### config.mk
export PLATFORM = sky130hd
export DESIGN_NAME = erai_top
export DESIGN_NICKNAME = d
export VERILOG_FILES = /design/src/pkg/erai_pkg.sv /design/src/rtl/erai_top.sv
export SDC_FILE = /design/constraint.sdc
export NUM_CORES = 1
export LEC_CHECK = 0
export BUFFER_PORTS_ARGS = -buffer_cell sky130_fd_sc_hd__buf_4
export CAP_MARGIN = 25
export CORE_MARGIN = 2
export CORE_UTILIZATION = 49
export DETAILED_ROUTE_END_ITERATION = 10
export PLACE_DENSITY = 0.75
export SLEW_MARGIN = 25
export SYNTH_ARGS = -nofsm -noshare
export SYNTH_HDL_FRONTEND = slang
export SYNTH_SLANG_ARGS = --single-unit
### constraint.sdc
create_clock -name core_clk -period 5.06 [get_ports core_clk]
set_clock_uncertainty 0.2 [all_clocks]
set_input_delay 1.012 -clock core_clk [delete_from_list [all_inputs] [get_ports core_clk]]
set_output_delay 1.012 -clock core_clk [all_outputs]
set_load 0.03 [all_outputs]
### src/pkg/erai_pkg.sv
package erai_pkg;

	// Timing of the frame-loss decision at a 10 MHz core clock.
	localparam int unsigned CLK_PERIOD_NS = 100;
	localparam int unsigned LOF_SHORT_NS  = 1_000_000;
	localparam int unsigned LOF_LONG_NS   = 3_000_000;
	localparam int unsigned LOF_SHORT_CYC = (LOF_SHORT_NS + CLK_PERIOD_NS - 1) / CLK_PERIOD_NS;
	localparam int unsigned LOF_LONG_CYC  = (LOF_LONG_NS + CLK_PERIOD_NS - 1) / CLK_PERIOD_NS;
	localparam int          LOF_CNT_W     = 16;

	// Frame-level thresholds.
	localparam logic [2:0] OOF_ERR_FRAMES  = 3'h4;
	localparam logic [8:0] AIS_DECLARE_MAX = 9'h007;
	localparam logic [7:0] AIS_CLEAR_MIN   = 8'h08;
	localparam logic [7:0] ZCNT_SAT        = 8'hFF;

	// Register indices; the byte address is four times the index.
	localparam logic [5:0] REG_CFG2_IDX = 6'h11;
	localparam logic [5:0] REG_EN1_IDX  = 6'h12;
	localparam logic [5:0] REG_EN2_IDX  = 6'h13;
	localparam logic [5:0] REG_ST1_IDX  = 6'h14;
	localparam logic [5:0] REG_ST2_IDX  = 6'h15;

	// Field positions.
	localparam int CFG2_ALGO_BIT = 7;
	localparam int CFG2_LOF_BIT  = 6;
	localparam int CFG2_OOF_BIT  = 5;
	localparam int CFG2_LOS_BIT  = 4;
	localparam int CFG2_AIS_BIT  = 3;
	localparam int CFG2_FERF_BIT = 0;
	localparam int INT1_ALCHG_BIT = 4;
	localparam int INT1_OOF_BIT  = 3;
	localparam int INT1_LOF_BIT  = 2;
	localparam int INT1_LOS_BIT  = 1;
	localparam int INT1_AIS_BIT  = 0;
	localparam int INT2_FERF_BIT = 3;

	// Values after reset and writable masks.
	localparam logic [7:0] CFG2_RESET = 8'h67;
	localparam logic [1:0] CFG2_RSVD  = 2'h3;
	localparam logic [7:0] EN1_RESET  = 8'h00;
	localparam logic [7:0] EN2_RESET  = 8'h00;
	localparam logic [7:0] STAT_RESET = 8'h00;
	localparam logic [7:0] EN1_MASK   = 8'h1F;
	localparam logic [7:0] EN2_MASK   = 8'h08;
	localparam logic [7:0] ALIGN_RESET = 8'h00;

	typedef enum logic [1:0] {
		ERAI_IN_FRAME = 2'b00,
		ERAI_OOF      = 2'b01,
		ERAI_LOF      = 2'b11
	} erai_frm_state_t;

	typedef struct packed {
		logic        read;
		logic        write;
		logic [7:0]  address;
		logic [31:0] writedata;
		logic [3:0]  byteenable;
	} erai_avm_req_t;

	typedef struct packed {
		logic       frame_start;
		logic       bit_valid;
		logic       bit_data;
		logic       fas_error;
		logic       a_bit;
		logic       resync;
		logic [7:0] resync_pos;
	} erai_rx_t;

endpackage

### src/rtl/erai_top.sv
// The Avalon-MM slave port was chosen for this implementation.
`timescale 1ns/10ps
// Summary of operation
// - Frame-loss change enable sits in enable register 1, bit 2 as mapped.
// - An enable bit at one allows its interrupt; at zero suppresses it.
// - Any enabled pending alarm interrupt drives the request output low.
// - Frame-loss change sets status register 1 bit 2 as mapped.
// - Alarm indication change interrupts on both declare and clear.
// - Declare alarm indication at seven or fewer zeros over two frames.
// - Clear alarm indication after two frames each holding eight or more zeros.
// - Alarm indication change enable is enable register 1 bit 0.
// - Alarm indication change sets status register 1 bit 0.
// - Condition register 2 bit 3 shows live alarm indication state.
// - Alignment change interrupts on an abrupt change of frame alignment.
// - Four errored alignment frames declare out-of-frame; old alignment is kept.
// - Alignment change fires only when resync used a different alignment.
// - Alignment change enable is enable register 1 bit 4, read-write.
// - Alignment change sets status register 1 bit 4.
// - A-bit one frames declare far-end failure and raise its change interrupt.
// - A-bit zero frames clear far-end failure and raise its change interrupt.
// - Frame loss after out-of-frame lasts 1 ms or 3 ms, per algorithm bit.
// - Far-end failure change enable is enable register 2 bit 3.
module erai_top #(
	parameter int unsigned LOF_SHORT_CYCLES = erai_pkg::LOF_SHORT_CYC,
	parameter int unsigned LOF_LONG_CYCLES  = erai_pkg::LOF_LONG_CYC
) (
	// Clock and reset
	input  wire logic                    core_clk,
	input  wire logic                    reset_n,
	// Avalon-MM slave
	input  wire erai_pkg::erai_avm_req_t avm_req,
	output logic [31:0]                  avm_readdata,
	output logic                         avm_waitrequest,
	// Receive framer side
	input  wire erai_pkg::erai_rx_t      rx_in,
	input  wire logic                    signal_loss_state,
	output logic [7:0]                   active_alignment,
	output logic                         out_of_frame_state,
	output logic                         frame_loss_state,
	output logic                         alarm_indication_state,
	output logic                         far_end_failure_state,
	// Host interrupt
	output logic                         irq_n
);
	import erai_pkg::*;

	function automatic logic reg_hit(input logic [7:0] addr, input logic [5:0] idx);
		return addr == {idx, 2'b00};
	endfunction

	// Saturating zero counter step; saturation keeps long frames from wrapping.
	function automatic logic [7:0] zero_add(input logic [7:0] base, input logic valid,
		input logic data);
		return (valid && !data && base != ZCNT_SAT) ? base + 8'h01 : base;
	endfunction

	////////////////////////////////////////////////////////////////////////////
	// Bus slave: every access waits one cycle, so read data can be registered.

	logic        ack_q;
	logic [31:0] rdata_q;
	logic        algo_q;
	logic [7:0]  en1_q;
	logic [7:0]  en2_q;
	logic [7:0]  st1_q;
	logic [7:0]  st2_q;
	logic [7:0]  st1_d;
	logic [7:0]  st2_d;
	logic [7:0]  en1_d;
	logic [7:0]  en2_d;
	logic        algo_d;

	wire req       = avm_req.read | avm_req.write;
	wire accept    = req & ack_q;
	wire rd_accept = accept & avm_req.read;
	wire wr_accept = accept & avm_req.write & avm_req.byteenable[0];
	wire hit_cfg2  = reg_hit(avm_req.address, REG_CFG2_IDX);
	wire hit_en1   = reg_hit(avm_req.address, REG_EN1_IDX);
	wire hit_en2   = reg_hit(avm_req.address, REG_EN2_IDX);
	wire hit_st1   = reg_hit(avm_req.address, REG_ST1_IDX);
	wire hit_st2   = reg_hit(avm_req.address, REG_ST2_IDX);
	wire [7:0] wbyte = avm_req.writedata[7:0];

	assign avm_waitrequest = req & ~ack_q;
	assign avm_readdata    = rdata_q;

	////////////////////////////////////////////////////////////////////////////
	// Receive condition state.

	erai_frm_state_t      frm_q;
	erai_frm_state_t      frm_d;
	logic [2:0]           fas_cnt_q;
	logic [2:0]           fas_cnt_d;
	logic [LOF_CNT_W-1:0] lof_cnt_q;
	logic [7:0]           align_q;
	logic [7:0]           zcnt_q;
	logic [7:0]           zprev_q;
	logic                 ais_q;
	logic                 ais_d;
	logic                 ferf_q;
	logic                 los_q;

	wire fs         = rx_in.frame_start;
	wire in_frame   = (frm_q == ERAI_IN_FRAME);
	wire oof_now    = ~in_frame;
	wire lof_now    = (frm_q == ERAI_LOF);
	wire resync_hit = rx_in.resync & ~in_frame;
	wire [LOF_CNT_W-1:0] lof_limit = algo_q ? LOF_CNT_W'(LOF_LONG_CYCLES)
		: LOF_CNT_W'(LOF_SHORT_CYCLES);
	wire lof_expire = (frm_q == ERAI_OOF) && (lof_cnt_q == lof_limit - 16'h0001);
	wire [8:0] zsum = {1'b0, zprev_q} + {1'b0, zcnt_q};
	wire ais_set    = fs & ~ais_q & (zsum <= AIS_DECLARE_MAX);
	wire ais_clr    = fs & ais_q & (zprev_q >= AIS_CLEAR_MIN)
		& (zcnt_q >= AIS_CLEAR_MIN);
	wire ferf_d     = fs ? rx_in.a_bit : ferf_q;

	always_comb begin
		frm_d     = frm_q;
		fas_cnt_d = fas_cnt_q;
		unique case (frm_q)
			ERAI_IN_FRAME: begin
				if (fs && rx_in.fas_error) begin
					fas_cnt_d = fas_cnt_q + 3'h1;
					if (fas_cnt_q + 3'h1 == OOF_ERR_FRAMES) begin
						frm_d     = ERAI_OOF;
						fas_cnt_d = 3'h0;
					end
				end else if (fs) begin
					fas_cnt_d = 3'h0;
				end
			end
			ERAI_OOF: begin
				if (rx_in.resync) begin
					frm_d = ERAI_IN_FRAME;
				end else if (lof_expire) begin
					frm_d = ERAI_LOF;
				end
			end
			ERAI_LOF: begin
				if (rx_in.resync) begin
					frm_d = ERAI_IN_FRAME;
				end
			end
			default: begin
				frm_d = ERAI_LOF;
			end
		endcase
	end

	assign ais_d = ais_set ? 1'b1 : (ais_clr ? 1'b0 : ais_q);

	always_ff @(posedge core_clk or negedge reset_n) begin
		if (!reset_n) begin
			frm_q     <= ERAI_LOF;
			fas_cnt_q <= 3'h0;
			lof_cnt_q <= '0;
		end else begin
			frm_q     <= frm_d;
			fas_cnt_q <= fas_cnt_d;
			lof_cnt_q <= (frm_q == ERAI_OOF) ? lof_cnt_q + 16'h0001 : '0;
		end
	end

	// Payload keeps the old alignment until the framer reports a resync while out of frame.
	always_ff @(posedge core_clk or negedge reset_n) begin
		if (!reset_n) begin
			align_q <= ALIGN_RESET;
		end else if (resync_hit) begin
			align_q <= rx_in.resync_pos;
		end
	end

	always_ff @(posedge core_clk or negedge reset_n) begin
		if (!reset_n) begin
			zcnt_q  <= 8'h00;
			zprev_q <= ZCNT_SAT;
		end else if (fs) begin
			zprev_q <= zcnt_q;
			zcnt_q  <= zero_add(8'h00, rx_in.bit_valid, rx_in.bit_data);
		end else begin
			zcnt_q  <= zero_add(zcnt_q, rx_in.bit_valid, rx_in.bit_data);
		end
	end

	always_ff @(posedge core_clk or negedge reset_n) begin
		if (!reset_n) begin
			ais_q  <= CFG2_RESET[CFG2_AIS_BIT];
			ferf_q <= CFG2_RESET[CFG2_FERF_BIT];
			los_q  <= CFG2_RESET[CFG2_LOS_BIT];
		end else begin
			ais_q  <= ais_d;
			ferf_q <= ferf_d;
			los_q  <= signal_loss_state;
		end
	end

	assign active_alignment       = align_q;
	assign out_of_frame_state     = oof_now;
	assign frame_loss_state       = lof_now;
	assign alarm_indication_state = ais_q;
	assign far_end_failure_state  = ferf_q;

	////////////////////////////////////////////////////////////////////////////
	// Change events, sticky status and the request pin.

	wire oof_next  = (frm_d != ERAI_IN_FRAME);
	wire lof_next  = (frm_d == ERAI_LOF);
	wire alchg_evt = resync_hit & (rx_in.resync_pos != align_q);
	wire ais_chg   = ais_d != ais_q;
	wire ferf_chg  = ferf_d != ferf_q;
	wire los_chg   = signal_loss_state != los_q;
	wire [7:0] set1 = {3'h0, alchg_evt & en1_q[INT1_ALCHG_BIT],
		(oof_next != oof_now) & en1_q[INT1_OOF_BIT],
		(lof_next != lof_now) & en1_q[INT1_LOF_BIT],
		los_chg & en1_q[INT1_LOS_BIT], ais_chg & en1_q[INT1_AIS_BIT]};
	wire [7:0] set2 = {4'h0, ferf_chg & en2_q[INT2_FERF_BIT], 3'h0};
	wire [7:0] cfg2_rd = {algo_q, lof_now, oof_now, los_q, ais_q, CFG2_RSVD, ferf_q};
	wire [7:0] rd_byte = hit_cfg2 ? cfg2_rd
		: hit_en1 ? en1_q
		: hit_en2 ? en2_q
		: hit_st1 ? st1_q
		: hit_st2 ? st2_q
		: 8'h00;

	// A set in the clearing cycle wins; one set in the wait cycle before it is cleared unread.
	assign st1_d  = (st1_q & ~((rd_accept && hit_st1) ? 8'hFF : 8'h00)) | set1;
	assign st2_d  = (st2_q & ~((rd_accept && hit_st2) ? 8'hFF : 8'h00)) | set2;
	assign en1_d  = (wr_accept && hit_en1) ? (wbyte & EN1_MASK) : en1_q;
	assign en2_d  = (wr_accept && hit_en2) ? (wbyte & EN2_MASK) : en2_q;
	assign algo_d = (wr_accept && hit_cfg2) ? wbyte[CFG2_ALGO_BIT] : algo_q;

	always_ff @(posedge core_clk or negedge reset_n) begin
		if (!reset_n) begin
			ack_q   <= 1'b0;
			rdata_q <= 32'h0000_0000;
		end else begin
			ack_q   <= req & ~ack_q;
			rdata_q <= (req && !ack_q) ? {24'h00_0000, rd_byte} : rdata_q;
		end
	end

	always_ff @(posedge core_clk or negedge reset_n) begin
		if (!reset_n) begin
			algo_q <= CFG2_RESET[CFG2_ALGO_BIT];
			en1_q  <= EN1_RESET;
			en2_q  <= EN2_RESET;
			st1_q  <= STAT_RESET;
			st2_q  <= STAT_RESET;
			irq_n  <= 1'b1;
		end else begin
			algo_q <= algo_d;
			en1_q  <= en1_d;
			en2_q  <= en2_d;
			st1_q  <= st1_d;
			st2_q  <= st2_d;
			irq_n  <= ~|((st1_q & en1_q) | (st2_q & en2_q));
		end
	end
endmodule

==> results.md <==
- Final worst-path cycle share: 0.5375
- Final nets: approximately 530
- Hold bufs inserted after CTS: 0
- Pwr Total: 0.001658 W
- # DRC: 0
- Setup Fix Bufs, Post-CTS: 0
- CORE AREA: 8636 µm²
- Fin. Hold Viols: 0
- DIE WIDTH: 97.72 µm
- First-pass GRT wire length: approximately 14000 µm
- CP required: 3.85 ns
- Number of global-route vias before repair: 3051
- Clock buffer depth: 2
- Setup violators final: 0
- Slew Viols, Final: 0
- Critical-path top delay cell: buf_4
- Num CTS Buffers: 9
- Synthesized area: 4304 µm²
- Mean routed wirelength per cell: 14.63 µm
- CP Buf/Inv Count: 2
- Crit-path leading delay family: buffers and inverters
- RSZ-0062 raised after global routing: no
- Post-Syn Area per Cell: around 11 µm²
- Chip height: 97.72 µm
- PwrDens: between 300 and 400 nW/µm²
- Startpoint Class: primary input
- Largest net degree at the start of global routing: a little over 80
- Seq/Total Area, Yosys: 0.4744
- Critical Path Fanout Max: 3
- Total inserted antenna cells: 0
- Uppermost layer routed: met4
- IO Pins: 109
- Post-route ant nets: 0
- Fraction of layout cells with a size suffix above 1: 0.2636
- Critical-path cell list: buf_4 > nor2_1 > nor2_1 > buf_4
- Main synth FF type: dfrtp_1
- Congestion Overflow GR: 0
- Clock-pin slew on the worst setup and hold paths: 0.08 ns
- CTS root buf: clkbuf_8
- M1 WL: 3661 µm
- IO buf count: 55
- LEAKAGE: 2.260 nW
- Fmax: 367.7 MHz
- Worst vdd ir: 300.1 µV
- Hold crit path type: flip-flop to flip-flop
- Slowest stage delay, CP: 0.17 ns
- Setup_tns: 0 ns
- Met2 routed WL: ~4100 µm
- Total number of vias: 3054
- Worst slew margin: 0.5257
- Die area: 9549 µm²
- Hpwl dp: 6013 µm
- Iter 0 DRT Violations: 100
- Post-synth ARST share: 1.000
- GRT Overall Usage: 0.1840
- Post-cts resize count: 0
- First-pass iteration count of the detailed router: 4
- # rows: 34
- H-tree Lvls: 3
- Crit. End Element: output port
- Initial antenna violation count: 0
- Number of enable flip-flop cells after synthesis: 0
- Clock sinks: 81
- Netlist cell types: 60
- Initial core utilization: 0.4984
- Vias/cell: ~5.4
- Max cap viols: 0
- Cells after Synth: 398
- Synthesis Warnings: 0
- Least-Margin Pin Slew: between 0.7 and 0.8 ns
- Filler instances: 751
- Outcome: complete, no violations
- Worst-skew pair later-pin latency: around 0.34 ns
- Kind of critical path: primary input to output port
- Yosys reg bits: 81
- TritonCTS clock tree: done
- Post-Route WL: roughly 8300 µm
- Met3 wire length: 489 µm
- Post-layout util: 0.5674
- Fin crit period: approximately 2.7 ns
- Worst Path Arrival: 1.51 ns
- GP Congestion: 0.8542
- Area delta synth->final: 13.84%
==> worst register-to-register path, delay by kind of cell (launching register included) <==
family                   cells  cell delay, ns
AO/OA/AOI/OAI                4            0.61
adder cells (fa/ha/maj)      2            0.57
buffers and inverters        1            0.06
flip-flops                   1            0.49
AND/OR/NAND/NOR              1            0.25
==> Yosys cell counts, drive strengths merged, types with 3 or more instances <==
library cell	instances	share of area
dfrtp	69	0.40
nor2	46	0.042
nand2	30	0.028
buf	29	0.053
xor2	27	0.055
mux2	25	0.070
and2	14	0.022
ha	13	0.038
inv	13	0.011
dfstp	12	0.073
nand3	11	0.016
a21oi	10	0.012
nand4	9	0.013
o21ai	9	0.010
a31oi	7	0.010
nand2b	6	0.0087
a22oi	5	0.0087
clkbuf	5	0.0044
and3	4	0.0058
a22o	3	0.0061
a32o	3	0.0070
a41oi	3	0.0079
nor3	3	0.0035
nor4	3	0.0044
o31ai	3	0.0064
xnor2	3	0.0061
==> stage by stage <==
step / cells / cell area, µm² / worst slack (ns) / hold slack [ns]
floorplan: 421 / 4390 / 2.057 / 0.2170
global placement: 551 / 4698 / 2.255 / 0.2453
detailed placement: 551 / 4698 / 2.211 / 0.2529
CTS: 567 / 4896 / 2.338 / 0.2646
global route: 567 / 4900 / 2.293 / 0.2792
finish: 567 / 4900 / 2.340 / 0.2588
==> where the power goes <==
part	switching, W	internal [W]
registers	0.0000603	0.000720
clock network	0.000229	0.000241
logic	0.000247	0.000161
==> area by class of cell <==
cell class / instances / area [µm²] / area share
clock buffer: 11 / 141.4 / 0.02886
clock inverter: 5 / 56.30 / 0.01149
inverter: 13 / 48.80 / 0.009959
multi-input combinational: 293 / 2052 / 0.4188
sequential: 81 / 2042 / 0.4168
tap: 108 / 135.1 / 0.02758
timing repair buffer: 56 / 424.2 / 0.08657
==> cell usage in the layout, fill, tap and decap left out, types with 3 or more instances in the layout <==
| cell | n |
|---|---|
| a31oi_1 | 7 |
| conb_1 | 24 |
| dfrtp_1 | 69 |
| o21ai_0 | 9 |
| nor2_1 | 45 |
| buf_4 | 55 |
| nand4_1 | 9 |
| nor4_1 | 3 |
| nand2_1 | 29 |
| and3_1 | 4 |
| ha_1 | 13 |
| nand2b_1 | 6 |
| mux2_2 | 20 |
| xor2_1 | 27 |
| nand3_1 | 10 |
| inv_1 | 13 |
| xnor2_1 | 3 |
| a32o_1 | 3 |
| dfstp_2 | 12 |
| mux2_4 | 5 |
| a22oi_1 | 5 |
| a21oi_1 | 10 |
| and2_1 | 11 |
| a22o_1 | 3 |
| clkbuf_8 | 10 |
| nor3_1 | 3 |
==> registers in the layout (all words and copies together), names as in the netlist <==
name and count:
ack_q 1, active_alignment 8, alarm_indication_state 1, algo_q 1
avm_readdata 8, en1_q 5, en2_q 1, far_end_failure_state 1
fas_cnt_q 3, frm_q 2, irq_n 1, lof_cnt_q 16
los_q 1, st1_q 8, st2_q 8, zcnt_q 8
zprev_q 8
==> path summary, 6_finish.rpt <==
path / startpoint / end / slack, ns / depth (start not counted)
hold reg to reg: lof_cnt_q[0] / lof_cnt_q[0] / 0.26 / 1
hold / removal: lof_cnt_q[0] / lof_cnt_q[0] / 0.26 / 1
setup / recovery: avm_req[45] / avm_waitrequest / 2.34 / 4
setup reg to reg: zcnt_q[0] / st1_q[0] / 2.79 / 8
min in group asynchronous: reset_n / lof_cnt_q[0] / 0.48 / 1
max in group asynchronous: reset_n / avm_readdata[6] / 3.68 / 1
==> cells by family (layout without fill, tap and decap cells) <==
| kind of cell | after synthesis | count (layout) | synth area share |
|---|---|---|---|
| xor gates and xnor gates | 30 | 30 | 0.06105 |
| and+or+nand+nor | 142 | 142 | 0.1837 |
| muxes | 27 | 27 | 0.07442 |
| DFF | 81 | 81 | 0.4744 |
| AOI/OAI and AO/OA | 56 | 56 | 0.09419 |
| adders and majority gates | 14 | 14 | 0.04244 |
| buffers and inverters | 47 | 85 | 0.06889 |
| other | 1 | 24 | 0.0008713 |
==> layer usage <==
| metal | vias up | global-route usage |
|---|---|---|
| li1 | 1468 | - |
| met1 | 1486 | 0.2453 |
| met2 | 92 | 0.3003 |
| met3 | 8 | 0.03741 |
| met4 | 0 | 0.06624 |
| met5 | - | 0 |
Power figures use the tool's default switching activity.
